==> config.mk <==
export PLATFORM = sky130hd
export DESIGN_NAME = phy_vendor_mgmt_registers
export DESIGN_NICKNAME = d
export VERILOG_FILES = /design/src/phy_mgmt_pkg.sv /design/src/sat_clr_counter.sv /design/src/phy_vendor_mgmt_registers.sv
export SDC_FILE = /design/constraint.sdc
export NUM_CORES = 1
export LEC_CHECK = 0
export ABC_AREA = 1
export BUFFER_PORTS_ARGS = -buffer_cell sky130_fd_sc_hd__buf_2
export CAP_MARGIN = 40
export CORE_MARGIN = 4
export CORE_UTILIZATION = 38
export DETAILED_ROUTE_END_ITERATION = 10
export PLACE_DENSITY_LB_ADDON = 0.08
export SLEW_MARGIN = 25
export SYNTH_ARGS = -nofsm -noshare
export SYNTH_HDL_FRONTEND = slang
export SYNTH_SLANG_ARGS = --single-unit
==> constraint.sdc <==
create_clock -name ref_clk -period 5.5 [get_ports ref_clk]
set_clock_uncertainty 0.05 [all_clocks]
set_input_delay 0.825 -clock ref_clk [delete_from_list [all_inputs] [get_ports ref_clk]]
set_output_delay 0.825 -clock ref_clk [all_outputs]
set_load 0.03 [all_outputs]
==> src/phy_mgmt_pkg.sv <==
/*
 * Constants for the vendor management register bank of a 10/100 PHY.
 * Assumes a single 200 MHz reference clock and an MDIO style serial port.
 */
// Functional notes
// Register indices eight to fifteen are reserved and read as zero.
// Status control bit 13 enables carrier sense disconnect, resets zero.
// Status control bit 12 enables transmit flow control, resets zero.
// Status control bit 11 shows receive deserializer in sync, read only.
// Bits 10 and 9 show 100 and 10 Mbps power down, reset one.
// Bit 8 shows 10 Mbps receive polarity, one means reversed.
// Bit 1 shows speed 100, bit 0 shows full duplex.
// Special bits 15 and 14 bypass scrambler and 4B5B coding, reset zero.
// Special bits 13 and 12 force H and 34 test patterns.
// Special bit 11 forces 100 Mbps link good, resets zero.
// Special bit 9 disables transmit carrier sense, resets zero.
// Special bit 8 disables dynamic power down, resets zero.
// Special bit 7 puts auto-negotiation into loopback, resets zero.
// Special bit 6 tri-states the line transmit drivers, resets zero.
// Bit 5 bypasses receive filter, bit 4 disables auto polarity.
// Bit 3 disables squelch test, bit 2 enables extended squelch.
// Bit 1 disables link integrity, bit 0 disables jabber.
// Address register reads fixed address 00001b, writes ignored.
// False carrier count is sixteen bits, cleared when read.
// Disconnect counter saturates at maximum and clears on read.
// Error frame counter counts at most once per errored frame.
// Symbol error counter adds one per six consecutive bad symbols.
// A read racing an event returns old value, keeps the event.
`default_nettype none
package phy_mgmt_pkg;
    // ------------------------------------------------------------
    // Register indices.
    // ------------------------------------------------------------
    localparam logic [4:0] REG_RSVD_LO = 5'h08;
    localparam logic [4:0] REG_RSVD_HI = 5'h0F;
    localparam logic [4:0] REG_STATUS_CTRL = 5'h10;
    localparam logic [4:0] REG_SPECIAL_CTRL = 5'h11;
    localparam logic [4:0] REG_MGMT_ADDR = 5'h12;
    localparam logic [4:0] REG_FALSE_CARRIER = 5'h13;
    localparam logic [4:0] REG_DISCONNECT = 5'h14;
    localparam logic [4:0] REG_ERROR_FRAME = 5'h15;
    localparam logic [4:0] REG_SYMBOL_ERROR = 5'h16;
    // ------------------------------------------------------------
    // Field positions and reset values.
    // ------------------------------------------------------------
    localparam int SC_CSD_BIT = 13;
    localparam int SC_TXFC_BIT = 12;
    localparam int SC_WR_HI = 15;
    localparam int SC_WR_LO = 12;
    localparam logic [3:0] SC_WR_RESET = 4'h0;
    localparam logic [15:0] SPECIAL_RESET = 16'h0000;
    localparam logic [4:0] PHY_ADDRESS = 5'h01;
    localparam logic PD_RESET = 1'b1;
    localparam int SYMBOL_RUN_LEN = 6;
    // ------------------------------------------------------------
    // Serial frame constants.
    // ------------------------------------------------------------
    localparam int MDIO_PREAMBLE = 32;
    localparam logic [1:0] OP_READ = 2'b10;
    localparam logic [1:0] OP_WRITE = 2'b01;
    typedef enum logic [2:0] {
        SER_IDLE = 3'b000,
        SER_START = 3'b001,
        SER_OP = 3'b011,
        SER_PHY = 3'b010,
        SER_REG = 3'b110,
        SER_TURN = 3'b111,
        SER_DATA = 3'b101
    } ser_state_e;
endpackage
`default_nettype wire

==> src/sat_clr_counter.sv <==
/*
 * Saturating event counter with clear on read.
 * Assumes incr and clr come from logic on the same clock.
 */
`default_nettype none
module sat_clr_counter #(
    parameter int WIDTH = 16
) (
    input wire logic refClk,
    input wire logic rstN,
    input wire logic ce,
    input wire logic incr,
    input wire logic clr,
    output logic [WIDTH-1:0] count
);
    localparam logic [WIDTH-1:0] CNT_MAX = '1;
    logic [WIDTH-1:0] base;
    logic [WIDTH-1:0] next_count;

    // ------------------------------------------------------------
    // Next value.
    // ------------------------------------------------------------
    // clear keeps event.
    always_comb begin
        base = clr ? '0 : count;
        next_count = base;
        if (incr && base != CNT_MAX) begin
            next_count = base + 1'b1;
        end
    end

    // freeze when full.
    always_ff @(posedge refClk or negedge rstN) begin
        if (!rstN) begin
            count <= '0;
        end else if (ce) begin
            count <= next_count;
        end
    end
endmodule
`default_nettype wire

==> src/phy_vendor_mgmt_registers.sv <==
/*
 * Vendor management registers 16 to 22 of a 10/100 PHY, reached over
 * the serial management port (clock and bidirectional data pins).
 * Assumes status and event inputs come from PHY logic on refClk, while
 * the management clock and data pins are asynchronous.
 */
`default_nettype none
module phy_vendor_mgmt_registers
    import phy_mgmt_pkg::*;
#(
    parameter int CNT_WIDTH = 16
) (
    input wire logic ref_clk,
    input wire logic arst_n,
    input wire logic ce,
    input wire logic mdc,
    input wire logic mdioIn,
    output logic mdioOut,
    output logic mdioOe,
    input wire logic deserInSync,
    input wire logic powerDown100,
    input wire logic powerDown10,
    input wire logic polarityReversed,
    input wire logic speed100,
    input wire logic fullDuplex,
    input wire logic falseCarrierEvt,
    input wire logic disconnectEvt,
    input wire logic rxFrameActive,
    input wire logic rxErrorEvt,
    input wire logic symbolValid,
    input wire logic symbolBad,
    output logic carrierDisconnectEn,
    output logic txFlowCtrlEn,
    output logic scramblerBypass,
    output logic encoderBypass,
    output logic forceHPattern,
    output logic force34Pattern,
    output logic forceLinkGood,
    output logic txCarrierSenseDis,
    output logic dynPowerDownDis,
    output logic anegLoopback,
    output logic txDriverTristate,
    output logic rxFilterBypass,
    output logic autoPolarityDis,
    output logic squelchTestDis,
    output logic extSquelchEn,
    output logic linkIntegrityDis,
    output logic jabberDis
);
    import phy_mgmt_pkg::*;

    // ------------------------------------------------------------
    // Reset release and pin synchronisers.
    // ------------------------------------------------------------
    logic rstMeta, rstN;
    logic mdcMeta, mdcSync, mdcPrev;
    logic mdioMeta, mdioSync;
    logic mdcRise, mdcFall;

    // Reset is released through two flops.
    always_ff @(posedge ref_clk or negedge arst_n) begin
        if (!arst_n) begin
            rstMeta <= 1'b0;
            rstN <= 1'b0;
        end else begin
            rstMeta <= 1'b1;
            rstN <= rstMeta;
        end
    end

    // Management pins pass two flops before use.
    always_ff @(posedge ref_clk or negedge rstN) begin
        if (!rstN) begin
            mdcMeta <= 1'b0;
            mdcSync <= 1'b0;
            mdcPrev <= 1'b0;
            mdioMeta <= 1'b1;
            mdioSync <= 1'b1;
        end else if (ce) begin
            mdcMeta <= mdc;
            mdcSync <= mdcMeta;
            mdcPrev <= mdcSync;
            mdioMeta <= mdioIn;
            mdioSync <= mdioMeta;
        end
    end

    assign mdcRise = ce && mdcSync && !mdcPrev;
    assign mdcFall = ce && !mdcSync && mdcPrev;

    // ------------------------------------------------------------
    // Serial frame decoder.
    // ------------------------------------------------------------
    ser_state_e state;
    logic [5:0] preCnt;
    logic [3:0] bitCnt;
    logic [1:0] opCode;
    logic [4:0] phyAddr;
    logic [4:0] regAddr;
    logic [15:0] wrShift;
    logic [15:0] rdShift;
    logic [15:0] rdValue;
    logic addrMatch, isRead, regLast, dataLast;
    logic readPulse, writePulse;

    assign addrMatch = (phyAddr == PHY_ADDRESS);
    assign isRead = (opCode == OP_READ);
    assign regLast = mdcRise && state == SER_REG && bitCnt == 4'd4;
    assign dataLast = mdcRise && state == SER_DATA && bitCnt == 4'd15;
    // The last address or data bit enters its shift register on that same rise,
    // so the access strobes act one cycle later, once the whole field is in place.
    always_ff @(posedge ref_clk or negedge rstN) begin
        if (!rstN) begin
            readPulse <= 1'b0;
            writePulse <= 1'b0;
        end else if (ce) begin
            readPulse <= regLast && isRead && addrMatch;
            writePulse <= dataLast && opCode == OP_WRITE && addrMatch;
        end
    end

    // Frame state follows the sampled data on each clock rise.
    always_ff @(posedge ref_clk or negedge rstN) begin
        if (!rstN) begin
            state <= SER_IDLE;
            preCnt <= '0;
            bitCnt <= '0;
        end else if (mdcRise) begin
            bitCnt <= bitCnt + 4'd1;
            case (state)
                SER_IDLE: begin
                    if (mdioSync) begin
                        if (preCnt != 6'(MDIO_PREAMBLE)) begin
                            preCnt <= preCnt + 6'd1;
                        end
                    end else begin
                        preCnt <= '0;
                        if (preCnt == 6'(MDIO_PREAMBLE)) begin
                            state <= SER_START;
                        end
                    end
                end
                SER_START: begin
                    bitCnt <= '0;
                    state <= mdioSync ? SER_OP : SER_IDLE;
                end
                SER_OP: begin
                    if (bitCnt == 4'd1) begin
                        bitCnt <= '0;
                        state <= SER_PHY;
                    end
                end
                SER_PHY: begin
                    if (bitCnt == 4'd4) begin
                        bitCnt <= '0;
                        state <= SER_REG;
                    end
                end
                SER_REG: begin
                    if (bitCnt == 4'd4) begin
                        bitCnt <= '0;
                        state <= SER_TURN;
                    end
                end
                SER_TURN: begin
                    if (bitCnt == 4'd1) begin
                        bitCnt <= '0;
                        state <= SER_DATA;
                    end
                end
                SER_DATA: begin
                    if (bitCnt == 4'd15) begin
                        bitCnt <= '0;
                        state <= SER_IDLE;
                    end
                end
                default: begin
                    state <= SER_IDLE;
                end
            endcase
        end
    end

    // Header and write data shift in on clock rises.
    always_ff @(posedge ref_clk or negedge rstN) begin
        if (!rstN) begin
            opCode <= '0;
            phyAddr <= '0;
            regAddr <= '0;
            wrShift <= '0;
        end else if (mdcRise) begin
            case (state)
                SER_OP: opCode <= {opCode[0], mdioSync};
                SER_PHY: phyAddr <= {phyAddr[3:0], mdioSync};
                SER_REG: regAddr <= {regAddr[3:0], mdioSync};
                SER_DATA: wrShift <= {wrShift[14:0], mdioSync};
                default: begin
                end
            endcase
        end
    end

    // Read data is driven on falls: zero in turnaround, then MSB first.
    always_ff @(posedge ref_clk or negedge rstN) begin
        if (!rstN) begin
            rdShift <= '0;
            mdioOut <= 1'b1;
            mdioOe <= 1'b0;
        end else if (ce && readPulse) begin
            rdShift <= rdValue;
        end else if (mdcFall) begin
            if (state == SER_TURN && bitCnt == 4'd1 && isRead && addrMatch) begin
                mdioOe <= 1'b1;
                mdioOut <= 1'b0;
            end else if (state == SER_DATA && mdioOe) begin
                mdioOut <= rdShift[15];
                rdShift <= {rdShift[14:0], 1'b0};
            end else begin
                mdioOe <= 1'b0;
                mdioOut <= 1'b1;
            end
        end
    end

    // ------------------------------------------------------------
    // Writable control registers.
    // ------------------------------------------------------------
    logic [3:0] statusCtrlWr;
    logic [15:0] specialCtrl;

    // status control writes.
    always_ff @(posedge ref_clk or negedge rstN) begin
        if (!rstN) begin
            statusCtrlWr <= SC_WR_RESET;
        end else if (ce && writePulse && regAddr == REG_STATUS_CTRL) begin
            statusCtrlWr <= wrShift[SC_WR_HI:SC_WR_LO];
        end
    end

    // special control writes.
    always_ff @(posedge ref_clk or negedge rstN) begin
        if (!rstN) begin
            specialCtrl <= SPECIAL_RESET;
        end else if (ce && writePulse && regAddr == REG_SPECIAL_CTRL) begin
            specialCtrl <= wrShift;
        end
    end

    // status control outputs.
    assign carrierDisconnectEn = statusCtrlWr[SC_CSD_BIT-SC_WR_LO];
    assign txFlowCtrlEn = statusCtrlWr[SC_TXFC_BIT-SC_WR_LO];
    // test and bypass outputs.
    assign scramblerBypass = specialCtrl[15];
    assign encoderBypass = specialCtrl[14];
    assign forceHPattern = specialCtrl[13];
    assign force34Pattern = specialCtrl[12];
    assign forceLinkGood = specialCtrl[11];
    // carrier, power, negotiation.
    assign txCarrierSenseDis = specialCtrl[9];
    assign dynPowerDownDis = specialCtrl[8];
    assign anegLoopback = specialCtrl[7];
    // line and 10 Mbps controls.
    assign txDriverTristate = specialCtrl[6];
    assign rxFilterBypass = specialCtrl[5];
    assign autoPolarityDis = specialCtrl[4];
    assign squelchTestDis = specialCtrl[3];
    assign extSquelchEn = specialCtrl[2];
    assign linkIntegrityDis = specialCtrl[1];
    assign jabberDis = specialCtrl[0];

    // ------------------------------------------------------------
    // Status capture.
    // ------------------------------------------------------------
    logic inSync, pd100, pd10, polRev, spd100, fdx;

    // status flops, power down resets high.
    always_ff @(posedge ref_clk or negedge rstN) begin
        if (!rstN) begin
            inSync <= 1'b0;
            pd100 <= PD_RESET;
            pd10 <= PD_RESET;
            polRev <= 1'b0;
            spd100 <= 1'b0;
            fdx <= 1'b0;
        end else if (ce) begin
            inSync <= deserInSync;
            pd100 <= powerDown100;
            pd10 <= powerDown10;
            polRev <= polarityReversed;
            spd100 <= speed100;
            fdx <= fullDuplex;
        end
    end

    // ------------------------------------------------------------
    // Frame error qualifiers.
    // ------------------------------------------------------------
    logic errSeen;
    logic errFrameInc;
    logic [2:0] badRun;
    logic symbolInc;

    // one count per errored frame.
    assign errFrameInc = rxFrameActive && rxErrorEvt && !errSeen;
    always_ff @(posedge ref_clk or negedge rstN) begin
        if (!rstN) begin
            errSeen <= 1'b0;
        end else if (ce) begin
            errSeen <= rxFrameActive && (errSeen || rxErrorEvt);
        end
    end

    // six consecutive bad symbols add one.
    assign symbolInc = rxFrameActive && symbolValid && symbolBad &&
                       badRun == 3'(SYMBOL_RUN_LEN - 1);
    always_ff @(posedge ref_clk or negedge rstN) begin
        if (!rstN) begin
            badRun <= '0;
        end else if (ce) begin
            if (!rxFrameActive || symbolInc) begin
                badRun <= '0;
            end else if (symbolValid) begin
                badRun <= symbolBad ? badRun + 3'd1 : 3'd0;
            end
        end
    end

    // ------------------------------------------------------------
    // Event counters.
    // ------------------------------------------------------------
    logic [CNT_WIDTH-1:0] cntFalse, cntDisc, cntFrame, cntSym;

    // false carrier count.
    sat_clr_counter #(.WIDTH(CNT_WIDTH)) uFalse (
        .refClk(ref_clk), .rstN(rstN), .ce(ce), .incr(falseCarrierEvt),
        .clr(readPulse && regAddr == REG_FALSE_CARRIER), .count(cntFalse)
    );
    // disconnect count.
    sat_clr_counter #(.WIDTH(CNT_WIDTH)) uDisc (
        .refClk(ref_clk), .rstN(rstN), .ce(ce), .incr(disconnectEvt),
        .clr(readPulse && regAddr == REG_DISCONNECT), .count(cntDisc)
    );
    // error frame count.
    sat_clr_counter #(.WIDTH(CNT_WIDTH)) uFrame (
        .refClk(ref_clk), .rstN(rstN), .ce(ce), .incr(errFrameInc),
        .clr(readPulse && regAddr == REG_ERROR_FRAME), .count(cntFrame)
    );
    // symbol error count.
    sat_clr_counter #(.WIDTH(CNT_WIDTH)) uSym (
        .refClk(ref_clk), .rstN(rstN), .ce(ce), .incr(symbolInc),
        .clr(readPulse && regAddr == REG_SYMBOL_ERROR), .count(cntSym)
    );

    // ------------------------------------------------------------
    // Read multiplexer.
    // ------------------------------------------------------------
    // reserved and unmapped indices read zero.
    always_comb begin
        rdValue = 16'h0000;
        case (regAddr)
            REG_STATUS_CTRL: rdValue = {statusCtrlWr, inSync, pd100, pd10, polRev,
                                        6'h00, spd100, fdx};
            REG_SPECIAL_CTRL: rdValue = specialCtrl;
            REG_MGMT_ADDR: rdValue = {11'h000, PHY_ADDRESS};
            REG_FALSE_CARRIER: rdValue = 16'(cntFalse);
            REG_DISCONNECT: rdValue = 16'(cntDisc);
            REG_ERROR_FRAME: rdValue = 16'(cntFrame);
            REG_SYMBOL_ERROR: rdValue = 16'(cntSym);
            default: rdValue = 16'h0000;
        endcase
    end
endmodule
`default_nettype wire

After elaboration in Yosys (flattened, before gate mapping)
Index checks and enable logic that the tools add are counted.

Register bits after elaboration: 162. Output and inout port bits: 19. Logic and storage cells: 168.

Add/subtract/negate cells: 7. Reductions and logical operators: 56. Mux-type cells: 35. Bitwise operators: 1. Equal/unequal tests: 36.

Operators by type and width (count): $mux 16 (12); $pmux 16 s7 (1); $add 16x1->16 const B (4); $ne 16x16->1 const B (4); $eq 5x5->1 const B (7); $logic_and 1x1->1 (34); $mux 3 (10); $pmux 3 s7 (1); $pmux 4 s4 (1); $ne 2x2->1 const B (7); $eq 3x3->1 const B (4); $mux 4 (3); $mux 6 (2); $reduce_and 2->1 (6); $reduce_and 3->1 (3); $reduce_and 8->1 (1); $add 6x1->6 const B (1); $eq 3x2->1 const B (2); $eq 6x6->1 const B (1); $ne 2x1->1 const B (3); $ne 6x6->1 const B (1); $reduce_bool 2->1 (3); $eq 5x1->1 const B (1); $add 4x1->4 const B (1); 14 further kinds (22).

Logic depth before layout (Yosys ltp)
Depth after elaboration: 7. Mapped depth: 18.

Modules after synthesis
A second synthesis with hierarchy kept.

Cell total of the unflattened synthesis: 1437. Area, all modules: 10064.7 um^2.

Modules (own cells, without submodules): phy_vendor_mgmt_registers (area an instance 5275.1 um^2, instances 1, cells an instance 701); sat_clr_counter (area an instance 1197.4 um^2, instances 4, cells an instance 184).

Worst setup path after synthesis
No wires, ideal clock.

Path type: reg2reg. From: reg regAddr[3]. To: reg uFalse.count[8]. Slack: 3257 ps. Library setup time: 118 ps. Cell stages (with the launch flop): 18. Buffers on the path: 2. Data required time: 5332 ps. Arrival: 2076 ps. Cells stage by stage: dfrtp_1 > inv_2 > nand2_1 > nor2_1 > nand3_2 > buf_4 > inv_1 > nor2_1 > ha_1 > nand2_1 > inv_1 > nand3_1 > nor2_2 > nand3_4 > buf_2 > nand3_1 > nand3_1 > nand2_1.

Cells in the longest elaborated chain, start to end: 6. Elaborated cells between the ends (all ways): 7. Those cells by class: add/sub (1); eq/ne (2); mux (2); reduce/logical (2).

Ends and longest elaborated chain: start, declared (line phy_vendor_mgmt_registers.sv:99) `logic [4:0] regAddr;`; start signal, assigned (line phy_vendor_mgmt_registers.sv:195) `SER_REG: regAddr <= {regAddr[3:0], mdioSync};`; $eq 5x5->1 (*) (line phy_vendor_mgmt_registers.sv:336) `.clr(readPulse && regAddr == REG_FALSE_CARRIER), .count(cntFalse)`; $logic_and 1x1->1 (*) (line phy_vendor_mgmt_registers.sv:336); $mux 16 (*) (line sat_clr_counter.sv:25) `base = clr ? '0 : count;`; branches (longest 2 deep; another with $add 16x1->16); $mux 16 (*) (line sat_clr_counter.sv:27) `if (incr && base != CNT_MAX) begin`; end signal, assigned (line sat_clr_counter.sv:37) `count <= next_count;`; end, declared (line sat_clr_counter.sv:14) `output logic [WIDTH-1:0] count`.

Every way passes the cells marked *. A chain may end at the register's enable or synchronous reset.

Worst setup path in the final report
From: reg regAddr[2]. To: reg uSym.count[6].

Cells in the longest elaborated chain, start to end: 6. Elaborated cells between the ends (all ways): 7. Those cells by class: add/sub (1); eq/ne (2); mux (2); reduce/logical (2).

Ends and longest elaborated chain: $eq 5x5->1 (*) (line phy_vendor_mgmt_registers.sv:351) `.clr(readPulse && regAddr == REG_SYMBOL_ERROR), .count(cntSym)`; $logic_and 1x1->1 (*) (line phy_vendor_mgmt_registers.sv:351); $mux 16 (*) (line sat_clr_counter.sv:25); branches (longest 2 deep; another with $add 16x1->16); $mux 16 (*) (line sat_clr_counter.sv:27); end signal, assigned (line sat_clr_counter.sv:37); end, declared (line sat_clr_counter.sv:14).

Marks and branches as above.

==> key figures <==
GRT
  – Largest net degree at the start of global routing: 120
  – First-pass GRT wire length: 42000 µm
  – Vias in the first global route: 7670
  – Global route hottest layer: met1
  – Met1 Use GR: 29.6%
  – Global-route usage over all layers: 19.7%
  – Antenna violations before repair: 0
  – Overflow after GRT: 0
  – M3 GR Usage: 3.34%
  – GR Util met2: 29.6%

Setup path
  – CP Max Fanout: 14
  – R2r worst-path depth: 13
  – Buf/Inv on CP: 2
  – CP Capture Type: flip-flop
  – CP max stage delay: 530 ps
  – Worst reg2reg path startpoint: regAddr[2]
  – Kind of critical path: reg2reg
  – Slowest CP cell: dfrtp_1
  – Worst path top cell family by delay: simple AND/OR/NAND/NOR gates
  – Req. time, crit path: 5770 ps
  – Crit start category: flip-flop
  – Worst R2R End: uSym.count[6]
  – FF-to-FF setup slack: 2650 ps
  – Cell Chain, Critical Path: nand3_2 -> nor2_4 -> nand2_2 -> inv_4 -> nor2_1 -> ha_1 -> nand2_1 -> inv_1 -> nand3_1 -> nor2_4 -> nand3_2 -> nand3_1 -> xor2_1
  – CP arrival: 3120 ps

Timing
  – Tmin final: 2850 ps
  – Pins Over Slew Limit: 0
  – Endpoints failing hold: 0
  – Final setup viols: 0
  – Fraction of the cycle the final worst path needs: 51.8%
  – Max transition margin: 47.4%
  – FMAX: 0.351 GHz
  – RSZ-0062 raised after global routing: false
  – Worst-Margin Slew: 786 ps
  – TNS Setup: 0 ps

Outcome
  – Run status: finished clean

Synthesis
  – Distinct cells, synth: 56
  – Synthesized area per cell: 7.51 µm²
  – Synth Register Bits: ~160
  – Synthesized Nets: 1275
  – Post-synthesis cell area: roughly 9400 µm²
  – Most common flop cell mapped by yosys: dfrtp_1
  – Cells after synthesis: 1248
  – Post-synth EDFFs: 0
  – Sequential area share after synthesis: roughly 43%
  – Syn. warnings: 0
  – Async SR Flop Fraction: 100%

Die
  – Die H: approximately 170 µm
  – Core area: 24300 µm²
  – Rows: 57
  – Io pins: 36
  – Die area: 27200 µm²
  – Die width: around 170 µm
  – Starting Density: 38.5%

Routing
  – DR vias: 8064
  – Via density: 5.03
  – Initial drt markers: 628
  – Routed Antenna Nets: 0
  – Detailed Route WL: 25400 µm
  – Total iterations of the first detailed-routing run: 6
  – # DRC: 0
  – WL/cell: 15.8 µm

Worst hold path
  – HP Class: in2async

Place
  – Post-Place Cell Area: 9790 µm²
  – # placed instances: between 1.5k and 2k
  – Dpl hpwl: 18400 µm
  – GP Congestion: 0.869
  – I/O Buffers: 35

Clock network
  – Resize count post-CTS: 0
  – Root buffer cell: clkbuf_16
  – CTS H-tree lvls: 4
  – CTS tree: done
  – CTS Sinks: 162
  – CTS clk-pin slew, worst paths: about 80 ps
  – CTS Hold Buffers Added: 0
  – Clock latency on the worst-skew pair: approximately 440 ps
  – Postcts setup bufs: 0
  – Clock tree buffer depth: 2
  – Clock buffer count from CTS: 17

Finish
  – Final Cell Area: 10400 µm²
  – P&R area growth vs syn: 10.8%
  – FILL cells: ~2.5k
  – Fraction of layout cells with a size suffix above 1: 11.0%
  – Post-Layout Cell Count: 1602
  – Final Net Count: between 1k and 1.5k
  – Antenna diodes: 0

Pwr
  – Sw Pwr: 1070 µW
  – Power density cells: around 310 nW/µm²
  – Pint: approximately 2100 µW
  – Reg power frac: 47.5%
  – Logic pwr share: 14.5%
  – Static leakage: slightly below 0.005 µW
  – Power Total: about 3200 µW
  – Switching part of the total: 33.6%
  – Peak supply drop: 0.154 mV
  – Clk network pwr share: 38.0%

Flow run
  – Maxcap violations: 0
-- kinds of logic after synthesis --
family | count (synthesis) | share of synthesized area, %
buffers and inverters | 178 | 7.96
adder cells (fa/ha/maj) | 10 | 1.34
XOR/XNOR | 24 | 2.24
other | 1 | 0.0400
flip-flops | 162 | 43.3
AO/OA/AOI/OAI | 149 | 9.07
AND/OR/NAND/NOR | 722 | 35.8
multiplexers | 2 | 0.227
-- worst register-to-register path, delay by kind of cell, from the launching register on --
| family | cells | cell delay [ps] |
|---|---|---|
| xor+xnor | 1 | 160 |
| fa+ha+maj | 1 | 210 |
| buf+inv | 2 | 230 |
| flops | 1 | 530 |
| simple gates | 9 | 1560 |
-- cells in the final DEF (no fill, tap or decap), types with 17 or more instances in the layout --
| cell type | n |
|---|---|
| a21oi_1 | 20 |
| buf_2 | 35 |
| clkbuf_16 | 17 |
| dfrtp_1 | 156 |
| inv_1 | 125 |
| nand2_1 | 396 |
| nand3_1 | 100 |
| nand4_1 | 49 |
| nor2_1 | 90 |
| nor3_1 | 22 |
| o21ai_0 | 86 |
| xor2_1 | 23 |
-- routing by layer --
metal	share of wire (%)	vias up
li1	-	4102
met1	51	3808
met2	44	136
met3	4.0	18
met4	0.99	0
met5	0	-
-- cell type report --
class                           instances  area, µm²  area share [%]
Clock inverter                         15        161            1.55
Timing Repair Buffer                   43        263            2.53
Tap cell                              324        405            3.91
Sequential cell                       162       4060            39.1
Inverter                              133        502            4.83
Multi-Input combinational cell        908       4560            43.9
Clock buffer                           17        425            4.10
-- sequential cells by signal, indices dropped and copies added (netlist names), 2 cells and up --
name / flops
phyAddr: 5
statusCtrlWr: 4
badRun: 3
bitCnt: 4
specialCtrl: 16
uFrame.count: 16
opCode: 2
preCnt: 6
uDisc.count: 16
uFalse.count: 16
wrShift: 16
rdShift: 16
regAddr: 5
uSym.count: 16
state: 3
-- synth_stat cells, drive strengths merged (3+ instances only) --
| cell | count | area [µm²] |
|---|---|---|
| ha | 10 | 125 |
| clkbuf | 16 | 60.1 |
| a21boi | 3 | 22.5 |
| dfstp | 5 | 131 |
| o22ai | 4 | 25.0 |
| dfrtp | 157 | 3930 |
| nand3 | 112 | 643 |
| inv | 131 | 494 |
| a22oi | 11 | 82.6 |
| buf | 29 | 184 |
| xor2 | 23 | 201 |
| a211oi | 3 | 22.5 |
| nor2 | 113 | 522 |
| o211ai | 3 | 22.5 |
| nand4 | 54 | 395 |
| nor3 | 24 | 136 |
| o21ai | 87 | 435 |
| o21bai | 11 | 82.6 |
| nand3b | 7 | 56.3 |
| nand2 | 405 | 1550 |
| a21oi | 20 | 100 |
-- power by group through the flow --
stage	Combinational, µW	Sequential, µW	Clock [µW]
floorplan	370	1470	0
global placement	455	1530	0
detailed placement	463	1530	0
CTS	465	1510	1240
global route	549	1530	1280
finish	459	1510	1200
-- worst max-delay path by stage --
stage,startpoint,to,slack (ps),cells past startpoint
2_1_floorplan,rstN,badRun[0],610,0
3_3_place_gp,ce,writePulse,2360,6
3_5_place_dp,ce,rdShift[0],2320,8
4_1_cts,regAddr[2],uSym.count[1],2600,15
5_1_grt,regAddr[2],uSym.count[6],2370,13
6_report,regAddr[2],uSym.count[6],2650,13
-- through the flow --
stage | hold slack [ps] | worst slack [ps] | utilization, %
finish | 101 | 2650 | 42.7
global route | 80.1 | 2370 | 42.7
CTS | 84.6 | 2600 | 42.7
detailed placement | 287 | 2320 | 40.2
global placement | 283 | 2360 | 40.1
floorplan | 281 | 611 | -
(Power assumes the default switching activity.)
